File: src/design/pef_defines.svh
// Register indices, field positions and reset values of the ECC fault block.
// Assumes a byte address of four times the index on the Wishbone bus.
`ifndef PEF_DEFINES_SVH
`define PEF_DEFINES_SVH

// Register indices (byte address is index times four)
`define PEF_IDX_CFG     16'hA00D
`define PEF_IDX_PADL    16'hA00E
`define PEF_IDX_PADH    16'hA00F
`define PEF_IDX_DADL    16'hA02E
`define PEF_IDX_DADH    16'hA02F
`define PEF_IDX_STAT    16'hA030
`define PEF_IDX_MASK    16'hA031
`define PEF_IDX_ACT     16'hA032

// Configuration register fields
`define PEF_CFG_CCEN    7
`define PEF_CFG_UIEN    5
`define PEF_CFG_CIEN    4
`define PEF_CFG_UFLG    1
`define PEF_CFG_CFLG    0

// Interrupt status and mask fields
`define PEF_ST_CORR     0
`define PEF_ST_UNCORR   1
`define PEF_ST_SRAM     2
`define PEF_ST_W        3

// Fault action register field
`define PEF_ACT_RST     0

// Reset values
`define PEF_CFG_RST     8'h80
`define PEF_ADDR_RST    16'h8000

`endif

File: src/design/pef_pkg.sv
// Types shared by the ECC fault block.
// Assumes pef_defines.svh is compiled first.
`include "pef_defines.svh"

package pef_pkg;

  // Whole state of the block, registered in one process
  typedef struct packed {
    logic                 ack;
    logic [7:0]           rdata;
    logic                 ccen;
    logic                 uien;
    logic                 cien;
    logic                 uflg;
    logic                 cflg;
    logic [15:0]          flash_fault_address;
    logic [15:0]          sram_fault_address;
    logic [`PEF_ST_W-1:0] irq_stat;
    logic [`PEF_ST_W-1:0] irq_mask;
    logic                 act_rst;
    logic [7:0]           fetch_data;
    logic                 fetch_vld;
    logic [15:0]          fc_data;
    logic                 fc_vld;
    logic                 swrst;
  } pef_state_s;

endpackage : pef_pkg

File: src/design/pef_ecc_fault.sv
// Program fetch ECC checker with fault address capture and Wishbone regs.
// Assumes flash word, fetch and SRAM error inputs are on SYS_CLK.
`timescale 1ns/100ps
`include "pef_defines.svh"

// How it works
// - SRAM ECC error loads its 16-bit address into read-only fault regs.
// - While the SRAM error flag is set, the captured address holds.
// - Low flash byte is the instruction, high byte its check bits.
// - Flash 15:12 checks data 7:4; flash 11:8 checks data 3:0.
// - Each nibble corrects one bit and detects two, independently.
// - Checking sits inline on every fetch, never stalling it.
// - Correctable fetch gives corrected byte; irq only when enabled.
// - Uncorrectable fetch raises a software reset when the action bit is set, else its irq when enabled.
// - Any program ECC event latches the fetch address.
// - Program fault address is read-only and holds the latest error.
// - Correctable flag sets regardless of enable; software clears it.
// - Configuration resets to 0x80, read correction enabled.
// - SRAM uncorrectable error captures address and sets its status bit; it interrupts the CPU only when its mask bit is set.
module pef_ecc_fault (
  input  wire logic        SYS_CLK,
  input  wire logic        RESET,
  input  wire logic        WB_CYC_I,
  input  wire logic        WB_STB_I,
  input  wire logic        WB_WE_I,
  input  wire logic [17:0] WB_ADR_I,
  input  wire logic [3:0]  WB_SEL_I,
  input  wire logic [31:0] WB_DAT_I,
  output logic      [31:0] WB_DAT_O,
  output logic             WB_ACK_O,
  input  wire logic        FETCH_VALID,
  input  wire logic [15:0] FETCH_ADDR,
  input  wire logic [15:0] FLASH_WORD,
  input  wire logic        FC_READ,
  input  wire logic        SRAM_ERR,
  input  wire logic [15:0] SRAM_ERR_ADDR,
  output logic      [7:0]  FETCH_DATA,
  output logic             FETCH_DATA_VALID,
  output logic      [15:0] FC_DATA,
  output logic             FC_DATA_VALID,
  output logic             SW_RESET,
  output logic             IRQ
);

  pef_pkg::pef_state_s s_q;
  pef_pkg::pef_state_s s_d;

  // Nibble decode: returns {double, single, corrected data}
  function automatic logic [5:0] pef_fix(
    input logic [3:0] d,
    input logic [3:0] c
  );
    logic [2:0] syn;
    logic       par;
    logic [3:0] flip;
    syn[0] = c[0] ^ d[0] ^ d[1] ^ d[3];
    syn[1] = c[1] ^ d[0] ^ d[2] ^ d[3];
    syn[2] = c[2] ^ d[1] ^ d[2] ^ d[3];
    par    = ^{d, c};
    // Hamming positions 3,5,6,7 hold the data bits
    case (syn)
      3'h3:    flip = 4'h1;
      3'h5:    flip = 4'h2;
      3'h6:    flip = 4'h4;
      3'h7:    flip = 4'h8;
      default: flip = 4'h0;
    endcase
    // Odd parity means one flip; even with syndrome means two
    if (par) begin
      pef_fix = {1'b0, 1'b1, d ^ flip};
    end else begin
      pef_fix = {(syn != 3'h0), 1'b0, d};
    end
  endfunction : pef_fix

  logic [7:0] fix_byte;
  logic [1:0] nib_sgl;
  logic [1:0] nib_dbl;

  // One decoder per nibble, check code in the high byte
  for (genvar n = 0; n < 2; n++) begin : g_nib
    assign {nib_dbl[n], nib_sgl[n], fix_byte[4*n +: 4]} =
      pef_fix(FLASH_WORD[4*n +: 4], FLASH_WORD[8 + 4*n +: 4]);
  end

  logic       ev_unc;
  logic       ev_cor;
  logic       acc;
  logic       wr;
  logic       rd;
  logic [15:0] idx;
  logic [7:0]  wdat;
  logic [7:0]  cfg_rd;
  logic [7:0]  cfg_rst;

  // Register map, byte address is four times the index:
  //   configuration    read-correct, two enables, two sticky flags
  //   program fault    low and high halves, read-only
  //   SRAM fault       low and high halves, read-only
  //   status           corr, uncorr, SRAM; cleared by its own read
  //   mask             same layout as status, gates the IRQ level
  //   action           bit 0 turns an uncorrectable fetch into a reset
  // Halves of a fault address are not locked against each other, so
  // software reading low then high may see two different errors.

  // Configuration reset image, taken apart field by field below
  assign cfg_rst = `PEF_CFG_RST;

  // Fetch events; a double in either nibble outranks a single
  assign ev_unc = FETCH_VALID & (|nib_dbl);
  assign ev_cor = FETCH_VALID & (|nib_sgl) & ~(|nib_dbl);

  // Classic Wishbone decode, one access per ack
  assign acc  = WB_CYC_I & WB_STB_I & ~s_q.ack;
  assign wr   = acc & WB_WE_I & WB_SEL_I[0];
  assign rd   = acc & ~WB_WE_I;
  assign idx  = WB_ADR_I[17:2];
  assign wdat = WB_DAT_I[7:0];

  // Configuration read image, reserved bits zero
  always_comb begin
    cfg_rd = 8'h00;
    cfg_rd[`PEF_CFG_CCEN] = s_q.ccen;
    cfg_rd[`PEF_CFG_UIEN] = s_q.uien;
    cfg_rd[`PEF_CFG_CIEN] = s_q.cien;
    cfg_rd[`PEF_CFG_UFLG] = s_q.uflg;
    cfg_rd[`PEF_CFG_CFLG] = s_q.cflg;
  end

  // Next state of everything
  always_comb begin
    s_d = s_q;
    s_d.ack = acc;
    s_d.swrst = 1'b0;

    // Read data, unmapped addresses read zero
    if (rd) begin
      case (idx)
        `PEF_IDX_CFG:  s_d.rdata = cfg_rd;
        `PEF_IDX_PADL: s_d.rdata = s_q.flash_fault_address[7:0];
        `PEF_IDX_PADH: s_d.rdata = s_q.flash_fault_address[15:8];
        `PEF_IDX_DADL: s_d.rdata = s_q.sram_fault_address[7:0];
        `PEF_IDX_DADH: s_d.rdata = s_q.sram_fault_address[15:8];
        `PEF_IDX_STAT: s_d.rdata = {5'h00, s_q.irq_stat};
        `PEF_IDX_MASK: s_d.rdata = {5'h00, s_q.irq_mask};
        `PEF_IDX_ACT:  s_d.rdata = {7'h00, s_q.act_rst};
        default:       s_d.rdata = 8'h00;
      endcase
    end

    // Register writes; fault address registers ignore writes
    if (wr) begin
      case (idx)
        `PEF_IDX_CFG: begin
          s_d.ccen = wdat[`PEF_CFG_CCEN];
          s_d.uien = wdat[`PEF_CFG_UIEN];
          s_d.cien = wdat[`PEF_CFG_CIEN];
          s_d.uflg = wdat[`PEF_CFG_UFLG];
          s_d.cflg = wdat[`PEF_CFG_CFLG];
        end
        `PEF_IDX_MASK: s_d.irq_mask = wdat[`PEF_ST_W-1:0];
        `PEF_IDX_ACT:  s_d.act_rst  = wdat[`PEF_ACT_RST];
        default: begin
        end
      endcase
    end

    // Status register clears on read; events below win
    if (rd && idx == `PEF_IDX_STAT) begin
      s_d.irq_stat = '0;
    end

    // Corrected byte goes out one cycle after every fetch
    s_d.fetch_vld = FETCH_VALID;
    if (FETCH_VALID) begin
      s_d.fetch_data = fix_byte;
    end

    // Controller read: corrected low byte or raw word
    s_d.fc_vld = FC_READ;
    if (FC_READ) begin
      s_d.fc_data = s_q.ccen ? {8'h00, fix_byte}
                             : FLASH_WORD;
    end

    // Correctable fetch: flag always, interrupt if enabled
    if (ev_cor) begin
      s_d.cflg = 1'b1;
      if (s_q.cien) begin
        s_d.irq_stat[`PEF_ST_CORR] = 1'b1;
      end
    end

    // Uncorrectable fetch: flag always, then reset or interrupt
    if (ev_unc) begin
      s_d.uflg = 1'b1;
      if (s_q.act_rst) begin
        s_d.swrst = 1'b1;
      end else if (s_q.uien) begin
        s_d.irq_stat[`PEF_ST_UNCORR] = 1'b1;
      end
    end

    // Latest program fault address, no hold
    if (ev_cor || ev_unc) begin
      s_d.flash_fault_address = FETCH_ADDR;
    end

    // SRAM error: capture only when its flag is clear
    if (SRAM_ERR) begin
      s_d.irq_stat[`PEF_ST_SRAM] = 1'b1;
      if (!s_q.irq_stat[`PEF_ST_SRAM]) begin
        s_d.sram_fault_address = SRAM_ERR_ADDR;
      end
    end
  end

  // Single state register, synchronous reset
  always_ff @(posedge SYS_CLK) begin
    if (RESET) begin
      s_q <= '0;
      // Fields of the configuration reset image, no shifting tricks
      s_q.ccen <= cfg_rst[`PEF_CFG_CCEN];
      s_q.uien <= cfg_rst[`PEF_CFG_UIEN];
      s_q.cien <= cfg_rst[`PEF_CFG_CIEN];
      s_q.uflg <= cfg_rst[`PEF_CFG_UFLG];
      s_q.cflg <= cfg_rst[`PEF_CFG_CFLG];
      // Fault addresses start at their documented reset pattern
      s_q.flash_fault_address <= `PEF_ADDR_RST;
      s_q.sram_fault_address  <= `PEF_ADDR_RST;
    end else begin
      s_q <= s_d;
    end
  end

  // Outputs straight from flip-flops
  assign WB_ACK_O         = s_q.ack;
  assign WB_DAT_O         = {24'h000000, s_q.rdata};
  assign FETCH_DATA       = s_q.fetch_data;
  assign FETCH_DATA_VALID = s_q.fetch_vld;
  assign FC_DATA          = s_q.fc_data;
  assign FC_DATA_VALID    = s_q.fc_vld;
  assign SW_RESET         = s_q.swrst;
  // Level interrupt while any unmasked sticky bit is set
  assign IRQ              = |(s_q.irq_stat & s_q.irq_mask);

endmodule : pef_ecc_fault

File: config.mk
export PLATFORM = sky130hd
export DESIGN_NAME = pef_ecc_fault
export DESIGN_NICKNAME = d
export VERILOG_FILES = /design/src/design/pef_pkg.sv /design/src/design/pef_ecc_fault.sv
export VERILOG_INCLUDE_DIRS = /design/src /design/src/design
export SDC_FILE = /design/constraint.sdc
export NUM_CORES = 1
export LEC_CHECK = 0
export BUFFER_PORTS_ARGS = -buffer_cell sky130_fd_sc_hd__clkbuf_2
export CAP_MARGIN = 10
export CORE_ASPECT_RATIO = 0.75
export CORE_MARGIN = 10
export CORE_UTILIZATION = 51
export CTS_BUF_LIST = sky130_fd_sc_hd__clkbuf_4
export CTS_CLUSTER_DIAMETER = 60
export CTS_CLUSTER_SIZE = 30
export DETAILED_ROUTE_END_ITERATION = 10
export HOLD_SLACK_MARGIN = 0.06
export PLACE_DENSITY = 0.81
export SYNTH_ARGS = -nofsm -noshare
export SYNTH_HDL_FRONTEND = slang
export SYNTH_SLANG_ARGS = --single-unit
export TNS_END_PERCENT = 5
File: constraint.sdc
create_clock -name SYS_CLK -period 2.7 [get_ports SYS_CLK]
set_clock_uncertainty 0.1 [all_clocks]
set_input_delay 0.135 -clock SYS_CLK [delete_from_list [all_inputs] [get_ports SYS_CLK]]
set_output_delay 0.135 -clock SYS_CLK [all_outputs]
set_load 0.05 [all_outputs]
==> flow_summary_export.csv, run 1 <==
group,metric,value,unit
outcome,outcome,"completed",
timing,final_period_minus_worst_setup_slack,2.278,ns
floorplan,height_of_the_chip,102.0,um
global_routing,met2_track_demand_over_resource,32.13,%
clocking,clk_latency,0.44,ns
place,placedCellCount,706,
timing,slew_violations,0,
layout,final_cell_area,5610,um2
place,io_buffers,115,
timing,worst_slack,0.4218,ns
power_and_ir_drop,vdd.ir_drop.worst,0.3269,mV
layout,share_of_post_route_cells_with_drive_strength_above_1,22.06,%
critical_path,critical_path_peak_fanout,16,
layout,net_count_final,777,
timing,fmax,438.9,MHz
place,dp_slack,0.3871,ns
run,maxCapViolations,0,
synthesis,yosysWarnings,0,
clocking,cts_buffer_depth,2,
synthesis,synthesis.instances,541,
global_routing,grt_overflow_total,0,
critical_path,cp-start-kind,"primary input",
drt,route.final.wire_length,13.41,mm
floorplan,dieWidth,129.3,um
layout,seqCellArea,1602,um2
global_routing,grt_pass1_vias,4140,
drt,drt_first_pass_iters,5,
timing,period_share,84.38,%
drt,remaining_drc_errors,0,
timing,relSlewSlack,50.69,%
clocking,cts_sinks,80,
critical_path,worstPathArrival,2.55,ns
layout,final_core_util,65.24,%
floorplan,fp.coreArea,8600,um2
floorplan,floorplan_row_count,29,
synthesis,synth_area,4567,um2
layout,multi_input_area,2462,um2
clocking,cts_resized,0,
place,final_weighted_congestion_of_routability_driven_global_placement,0.9243,
layout,final.fill_count,702,
synthesis,synth-edff-count,0,
global_routing,first_pass_grt_wire_length,21.20,mm
synthesis,synth_seq_area_share,35.07,%
global_routing,grt.met3_usage,5.949,%
power_and_ir_drop,cellLeakagePower,2.353,nW
hold_path,hp-class,"in2reg",
layout,fin_cells,782,
global_routing,globalRouteTotalUtil,20.08,%
drt,drtIter0Drc,413,
floorplan,initial_utilization,53.11,%
drt,post_drt_via_cell_ratio,5.485,
synthesis,yosys_register_bits,80,
clocking,cts-root-buf,"clkbuf_4",
synthesis,distinct_cell_type_count_after_synthesis,58,
timing,tightestPinTransition,0.7397,ns
clocking,tritoncts,"yes",
synthesis,asyncSetResetFlopFracSynth,0,%
global_routing,met1_usage,25.38,%
timing,rsz0062_at_grt,"false",
place,post_detailed_placement_cell_area,4870,um2
critical_path,timing_worst_setup_path_type,"in2reg",
floorplan,die-area,13180,um2
clocking,htree_levels,3,
drt,dr_wl_cell,17.15,um
global_routing,antenna_found_initial,1,
timing,final-setup-viol-count,0,
critical_path,cp.required,2.97,ns
drt,final_antenna_net_count,0,
power_and_ir_drop,p_per_area,495.7,nW/um2
layout,area_growth_syn_to_layout,22.85,%
timing,totalNegativeSetupSlack,0,ns
global_routing,busiest_layer,"met2",
clocking,numCtsBuffers,9,
clocking,clock_slew_seen_by_the_registers_of_the_worst_setup_and_hold_paths,0.13,ns
critical_path,worst_setup_path_end_kind,"flop",
synthesis,average_instance_area_after_synthesis,8.442,um2
floorplan,top_level_i_o_count,171,
global_routing,grt_start_max_net_pins,56,
place,dp_hpwl,9.732,mm
drt,dr_total_vias,4289,
synthesis,postSynth.topFlopCell,"dfxtp_1",
timing,timing_hold_violations_final,0,
## cell usage in the layout (no fill, tap or decap), types with 12 or more instances in the layout
cell / synthesis / final
xnor2_1: 21 / 21
nand2_1: 49 / 49
nor2_1: 41 / 41
nand2b_1: 35 / 35
a211oi_1: 13 / 13
conb_1: 1 / 24
nor4_1: 12 / 12
dlygate4sd3_1: 0 / 58
clkbuf_2: 0 / 115
nor3_1: 13 / 13
mux2i_1: 28 / 28
xor2_1: 17 / 17
a21oi_1: 31 / 31
dfxtp_1: 80 / 80
## path summary, 6_finish.rpt
check,start,end,slack (ns),depth (start not counted)
max,FLASH_WORD[8],s_q[52]$_SDFFE_PP0P_,0.42,8
min,WB_WE_I,s_q[31]$_SDFF_PP0_,0.12,4
max reg2reg,WB_ACK_O$_SDFF_PP0_,cfg_rd[0]$_SDFFE_PP0P_,0.59,5
min reg2reg,WB_DAT_O[3]$_SDFFE_PP0P_,WB_DAT_O[3]$_SDFFE_PP0P_,0.36,2
## stage by stage
stage / hold slack, ns / power [mW]
after floorplan: 0.1593 / 1.811
after global placement: 0.2557 / 1.912
after detailed placement: 0.2543 / 1.931
after CTS: 0.09391 / 2.781
after global routing: 0.1434 / 2.908
final: 0.1209 / 2.781
## layer usage
layer	vias to the layer above	wire (um)
met4	0	243
met5	-	0
met2	221	6176
li1	2075	-
met3	28	1270
met1	1965	5724
## synthesized netlist by cell type (6+ instances only)
master	count	area share, %
nor2_1	41	3.4
o21ai_0	9	0.99
buf_2	6	0.66
buf_4	57	9.4
nor2b_1	11	1.5
xor2_1	17	3.3
nor3_1	13	1.4
a21oi_1	31	3.4
nand3_1	10	1.1
a211oi_1	13	2.1
clkbuf_1	22	1.8
dfxtp_1	80	35
nand2b_1	35	4.8
nor4_1	12	1.6
mux2i_1	28	6.1
xnor2_1	21	4.0
nand2_1	49	4.0
## power by group
part           internal (mW)  switching, mW
registers               1.24         0.0350
logic                  0.257          0.454
clock network          0.367          0.428
total                   1.86          0.917
## worst max-delay path, cell delays in order
cell	delay, ns
dlygate4sd3_1	0.53
clkbuf_2	0.21
xnor2_1	0.29
xor2_1	0.42
nand4_1	0.27
o21a_1	0.25
buf_4	0.22
mux2i_1	0.22
## area by class of cell
type / instances / area share [%]
clock buffers: 9 / 1.204
flip-flops and latches: 80 / 28.55
clock inverters: 6 / 1.517
inverters: 4 / 0.2676
repair buffers: 182 / 22.03
multi-input cells: 390 / 43.89
diodes: 3 / 0.1338
well taps: 108 / 2.409
## cells by family after synthesis
kind of cell | synth area share [%]
flops | 35.07
mux | 6.384
other cells | 0.08211
buf+inv | 12.90
xor+xnor | 7.644
compound gates | 13.70
simple gates | 24.22
## repair_timing
action	in CTS	in global routing
hold endpoints to repair	66	0
hold buffers	58	0
setup buffers	0	0
## state kept, by name, indices dropped and copies added (netlist names)
signal / flops
FC_DATA: 16
WB_DAT_O: 8
FC_DATA_VALID: 1
FETCH_DATA_VALID: 1
cfg_rd: 5
s_q: 39
FETCH_DATA: 8
WB_ACK_O: 1
SW_RESET: 1
Note: power is estimated with default switching activity, not from simulation.
==> run 2, diff against run 1 <==
Settings changed: ABC_AREA set to 1, CORE_UTILIZATION 51 to 52.
Clock period 2.7 ns to 2.3 ns, I/O delays scaled along.
==> run 2 against run 1 <==
First-iteration DRC count grew 21%. Register-to-register slack lost 0.27 ns. Total power grew 13%. Die area grew 5.5%. Largest power group unchanged. Highest routed layer unchanged.
==> flow_summary_export.csv, run 2 <==
group,metric,value,unit
outcome,outcome,"completed",
clocking,clk_latency,0.44,ns
layout,largest_register_ff_count,39,
floorplan,initial_utilization,54.03,%
synthesis,distinct_cell_type_count_after_synthesis,29,
drt,dr_total_vias,5305,
drt,remaining_drc_errors,0,
clocking,tritoncts,"yes",
timing,slew_violations,0,
drt,post_drt_via_cell_ratio,4.903,
synthesis,yosys_register_bits,80,
timing,timing_hold_violations_final,0,
clocking,cts-root-buf,"clkbuf_4",
clocking,cts_buffer_depth,2,
drt,route.final.wire_length,14.66,mm
synthesis,dominant_combinational_cell_family_by_area_after_synthesis,"simple AND/OR/NAND/NOR gates",
timing,tightestPinTransition,0.5734,ns
clocking,numCtsBuffers,9,
critical_path,crit_chain,"dlygate4sd3_1, clkbuf_2, nor2_2, dlygate4sd3_1, nand2_1, nor2_1, nand2_1, o21ai_2, dlygate4sd3_1, a21oi_1",
power_and_ir_drop,clock_power_share,23.8,%
critical_path,critical_path.n_buffers_inverters,4,
power_and_ir_drop,power_frac_comb,27.8,%
critical_path,critical_path.most_common_cell,"dlygate4sd3_1",
timing,final-setup-viol-count,0,
power_and_ir_drop,switching_power,1.131,mW
layout,area_growth_syn_to_layout,24.63,%
drt,drtIter0Drc,501,
timing,rsz0062_at_grt,"false",
power_and_ir_drop,power.sequential.fraction,48.4,%
clocking,clock_slew_seen_by_the_registers_of_the_worst_setup_and_hold_paths,0.13,ns
synthesis,synthesis.instances,792,
drt,drt_first_pass_iters,7,
synthesis,yosys.area.top_type,"dfxtp_1",
synthesis,arithmetic_cell_share_of_the_synthesized_area_counting_full_adders_half_adders_and_majority_gates,0,%
place,final_weighted_congestion_of_routability_driven_global_placement,0.9476,
timing,relSlewSlack,61.54,%
synthesis,synth_common_cells,"nand2_1 (246), nor2_1 (88), dfxtp_1 (80), nand3_1 (74), inv_1 (65)",
power_and_ir_drop,cellLeakagePower,2.968,nW
critical_path,critical_path_peak_fanout,3,
synthesis,synth_seq_area_share,32.23,%
synthesis,postSynth.topFlopCell,"dfxtp_1",
synthesis,yosysWarnings,0,
synthesis,top_count_cell_post_synth,"nand2_1",
clocking,cts_sinks,80,
layout,layout_commonest_cell,"nand2_1",
synthesis,synth_mux_area_share,0,%
global_routing,grt_start_max_net_pins,42,
synthesis,synth-edff-count,0,
drt,final_antenna_net_count,0,
timing,fmax,455.9,MHz
floorplan,dieWidth,132.9,um
floorplan,height_of_the_chip,104.7,um
synthesis,average_instance_area_after_synthesis,6.273,um2
floorplan,fp.coreArea,9196,um2
floorplan,die-area,13910,um2
drt,dr_wl_cell,13.55,um
critical_path,critPathSlowestCell,"dlygate4sd3_1",
clocking,post_cts_buffers,0,
layout,share_of_post_route_cells_with_drive_strength_above_1,18.89,%
layout,multi_input_area,2594,um2
place,dp_hpwl,10.47,mm
power_and_ir_drop,power.total,3.134,mW
floorplan,top_level_i_o_count,171,
power_and_ir_drop,cell_internal_pwr,2.004,mW
power_and_ir_drop,p_per_area,506.2,nW/um2
run,maxCapViolations,0,
critical_path,critPathMaxStageDelay,0.56,ns
critical_path,timing_worst_setup_path_type,"in2reg",
critical_path,cp.required,2.54,ns
layout,max_flop_register,"s_q",
layout,seqCellArea,1602,um2
hold_path,hp-class,"in2reg",
synthesis,synth_xor_xnor_area_share,0,%
critical_path,worst_setup_path_end_kind,"flop",
timing,final_period_minus_worst_setup_slack,2.194,ns
timing,period_share,95.38,%
global_routing,globalRouteTotalUtil,20.57,%
power_and_ir_drop,p_sw_share,36.07,%
power_and_ir_drop,vdd.ir_drop.worst,0.4272,mV
synthesis,synth_area,4969,um2
timing,worst_slack_on_hold_paths,0.1293,ns
layout,final.fill_count,862,
global_routing,grt_overflow_total,0,
critical_path,cp-start-kind,"primary input",
critical_path,worstPathArrival,2.43,ns
global_routing,first_pass_grt_wire_length,23.97,mm
synthesis,synth-simple-area-share,38.20,%
global_routing,antenna_found_initial,1,
synthesis,yosys-top-cells-area,"dfxtp_1 (32%), nand2_1 (19%), buf_4 (8.9%), nand3_1 (7.5%), nor2_1 (6.6%)",
critical_path,critPathTopFamily,"buffers and inverters",
synthesis,asyncSetResetFlopFracSynth,0,%
layout,mostFrequentLayoutCells,"nand2_1 (246), clkbuf_2 (115), nor2_1 (86)",
synthesis,synth-compound-area-share,11.91,%
floorplan,floorplan_row_count,30,
timing,totalNegativeSetupSlack,0,ns
synthesis,netlist.area_leader.share,32.23,%
global_routing,grt_pass1_vias,4885,
layout,net_count_final,1058,
clocking,htree_levels,3,
place,io_buffers,115,
-- run 2: cell count changes after synthesis, sizes merged, moves of 13 or more --
cell,change
a211oi,-13
xor2,-17
nor2,+50
nand2b,-35
nor4,-14
a21oi,+27
mux2i,-28
nand2,+217
nand3,+66
o21ai,+39
xnor2,-22
inv,+68
-- run 2: layout make-up --
type	count	share of cell area, %
well taps	128	2.586
inverters	75	4.546
flip-flops and latches	80	25.86
diodes	1	0.04041
repair buffers	201	23.20
clock inverters	5	0.5456
clock buffers	11	1.334
multi-input cells	581	41.89
-- run 2: cell families (layout without fill, tap and decap cells) --
kind of cell,after synthesis,count (layout)
AO/OA/AOI/OAI,111,111
AND/OR/NAND/NOR,446,446
flip-flops,80,80
other,1,25
buffers and inverters,154,292
-- run 2: power by group through the flow --
stage	clock [mW]	combinational, mW	sequential (mW)
floorplan	0	0.652	1.54
finish	0.747	0.872	1.52
global placement	0	0.753	1.54
CTS	0.766	0.858	1.51
global route	0.819	0.973	1.52
detailed placement	0	0.761	1.54
-- run 2: worst paths after layout --
path	start	to	slack (ns)	cells after the start
setup / recovery	WB_ADR_I[2]	s_q[27]$_SDFFE_PP0P_	0.11	10
hold / removal	FETCH_VALID	FETCH_DATA[0]$_SDFFE_PP0P_	0.13	2
setup reg to reg	WB_ACK_O$_SDFF_PP0_	s_q[30]$_SDFFE_PP0P_	0.32	7
hold reg to reg	s_q[39]$_SDFFE_PP0P_	s_q[39]$_SDFFE_PP0P_	0.37	2
-- run 2: what timing repair did --
item / in CTS / in global routing
gates resized for setup: 0 / 5
hold buffers: 82 / 0
setup endpoints to repair: 0 / 1
hold endpoints to repair: 75 / 0
-- run 2: per-stage QoR --
stage               area [um2]  utilization (%)  worst slack [ns]  std cells
finish                    6192            67.33            0.1063       1082
detailed placement        5249            57.07            0.4986        984
global route              6192            67.33           0.01664       1082
floorplan                 5055                -            0.7137        815
global placement          5249            57.07            0.5325        984
CTS                       6186            67.27           0.02305       1082
-- run 2: per-layer routing --
metal | vias to the layer above | wire length [um] | track usage, %
li1 | 2751 | - | -
met1 | 2305 | 6858 | 28.13
met2 | 233 | 6290 | 30.91
met3 | 16 | 1282 | 5.263
met4 | 0 | 227 | 6.191
met5 | - | 0 | 0
-- run 2: worst reg2reg max path, stage by stage (launching register included) --
cell           delay (ns)
dfxtp_1              0.33
nor2_1               0.10
inv_1                0.07
nor2_1               0.29
nand2_1              0.18
o21ai_0              0.20
a21oi_1              0.06
dlygate4sd3_1        0.55
==> run 3, diff against run 2 <==
Settings changed: CORE_ASPECT_RATIO 0.75 to 1.25.
==> run 3 against run 2 <==
Wire length shrank 1.6%. Highest routed layer unchanged. Setup slack lost 0.10 ns. Non-clock buffer count shrank 6. Critical path depth is the same.
==> flow_summary_export.csv, run 3 (same netlist as run 2, synthesis figures left out) <==
group,metric,value,unit
outcome,outcome,"completed",
global_routing,globalRouteTotalUtil,20.12,%
layout,mostFrequentLayoutCells,"nand2_1 (246), clkbuf_2 (115), nor2_1 (85)",
layout,final_cell_area,6145,um2
drt,drt_first_pass_iters,5,
layout,multi_input_area,2592,um2
clocking,cts-root-buf,"clkbuf_4",
clocking,clk_latency,0.43,ns
clocking,tritoncts,"yes",
timing,final-setup-viol-count,0,
layout,final.fill_count,828,
critical_path,timing_worst_setup_path_type,"in2reg",
power_and_ir_drop,vdd.ir_drop.worst,0.3198,mV
layout,layout_commonest_cell,"nand2_1",
layout,diodes,0,
global_routing,first_pass_grt_wire_length,22.98,mm
drt,post_drt_via_cell_ratio,4.895,
power_and_ir_drop,p_per_area,532.2,nW/um2
power_and_ir_drop,cellLeakagePower,2.963,nW
layout,largest_register_ff_count,39,
place,post_detailed_placement_cell_area,5250,um2
hold_path,hp-class,"in2reg",
place,io_buffers,115,
floorplan,top_level_i_o_count,171,
timing,slew_violations,0,
place,final_weighted_congestion_of_routability_driven_global_placement,0.8895,
timing,worst_slack,0.002990,ns
timing,relSlewSlack,63.44,%
layout,max_flop_register,"s_q",
timing,period_share,99.87,%
place,dp_hpwl,10.06,mm
global_routing,grt_pass1_vias,4926,
floorplan,dieWidth,107.4,um
timing,tightestPinTransition,0.5450,ns
critical_path,critical_path_peak_fanout,3,
layout,net_count_final,1052,
layout,area_growth_syn_to_layout,23.67,%
timing,final_period_minus_worst_setup_slack,2.297,ns
drt,dr_wl_cell,13.51,um
timing,fmax,435.3,MHz
drt,route.final.wire_length,14.43,mm
clocking,cts_buffer_depth,2,
drt,dr_total_vias,5228,
clocking,clock_slew_seen_by_the_registers_of_the_worst_setup_and_hold_paths,0.13,ns
clocking,cts_sinks,80,
floorplan,die-area,13890,um2
timing,totalNegativeSetupSlack,0,ns
run,maxCapViolations,0,
timing,timing_hold_violations_final,0,
critical_path,cp-start-kind,"primary input",
clocking,htree_levels,3,
clocking,post_cts_buffers,0,
drt,remaining_drc_errors,0,
drt,drtIter0Drc,166,
drt,final_antenna_net_count,0,
critical_path,cp.required,2.52,ns
critical_path,worst_setup_path_end_kind,"flop",
global_routing,grt_overflow_total,0,
layout,final_core_util,66.63,%
place,dp_slack,0.5717,ns
clocking,numCtsBuffers,9,
floorplan,height_of_the_chip,129.3,um
global_routing,antenna_found_initial,0,
floorplan,initial_utilization,53.87,%
floorplan,floorplan_row_count,39,
global_routing,grt_start_max_net_pins,44,
critical_path,worstPathArrival,2.52,ns
layout,share_of_post_route_cells_with_drive_strength_above_1,18.84,%
floorplan,fp.coreArea,9223,um2
layout,seqCellArea,1602,um2
==> run 3: cell count changes in the layout (fill, tap and decap cells not counted) <==
cell,change
nor2_2,+1
clkinv_4,-1
o21ai_1,+1
clkinv_1,+1
o21ai_2,-1
nor2_1,-1
dlygate4sd3_1,-7
bufinv_16,+2
clkinvlp_4,-2
clkbuf_4,-2
buf_4,+1
diode_2,-1
==> run 3: cell type report <==
type,count,area share [%]
inverters,75,4.582
multi-input cells,581,42.19
clock buffers,9,1.100
flip-flops and latches,80,26.06
repair buffers,195,22.36
well taps,123,2.505
clock inverters,5,1.201
==> run 3: routing by layer <==
metal  part of all wire, %  GRT usage [%]
met4                   2.6          8.661
met1                    39          20.58
met2                    52          37.44
met5                     0              0
met3                   6.0          5.506
==> run 3: path summary, 6_finish.rpt <==
kind / start / end / slack (ns) / depth (start not counted)
setup / recovery: WB_ADR_I[2] / s_q[27]$_SDFFE_PP0P_ / 0.003 / 10
hold / removal: RESET / s_q[33]$_SDFFE_PP0P_ / 0.1 / 3
setup reg to reg: cfg_rd[7]$_SDFFE_PP1P_ / FC_DATA[15]$_SDFFE_PP0P_ / 0.46 / 4
hold reg to reg: s_q[39]$_SDFFE_PP0P_ / s_q[39]$_SDFFE_PP0P_ / 0.37 / 2
==> run 3: power by group <==
group | leakage, nW | internal (mW) | switching (mW) | total [mW]
clock | 0.0791 | 0.423 | 0.474 | 0.897
sequential | 0.658 | 1.47 | 0.0430 | 1.51
combinational | 2.23 | 0.287 | 0.576 | 0.863
==> run 3: through the flow <==
stage                     hold slack [ns]  std cells  power [mW]
after floorplan                    0.1282        815       2.187
after global placement             0.2243        980       2.293
after detailed placement           0.2269        980       2.301
after CTS                         0.07277       1068       3.268
after global routing               0.1015       1068       3.442
final                             0.09709       1068       3.270
==> run 3: timing repair <==
action,in CTS,in global routing
hold buffers,74,0
resized for setup,0,5
endpoints found under the setup margin,0,2
endpoints found under the hold margin,74,0
==> run 3: critical path, stage by stage <==
cell and delay [ns]:
dlygate4sd3_1 0.53, clkbuf_2 0.14, nor2_2 0.15, dlygate4sd3_1 0.57, nand2_1 0.08, nor2_1 0.10
dlygate4sd3_1 0.55, nand2_1 0.07, o21ai_1 0.16, a21oi_1 0.05
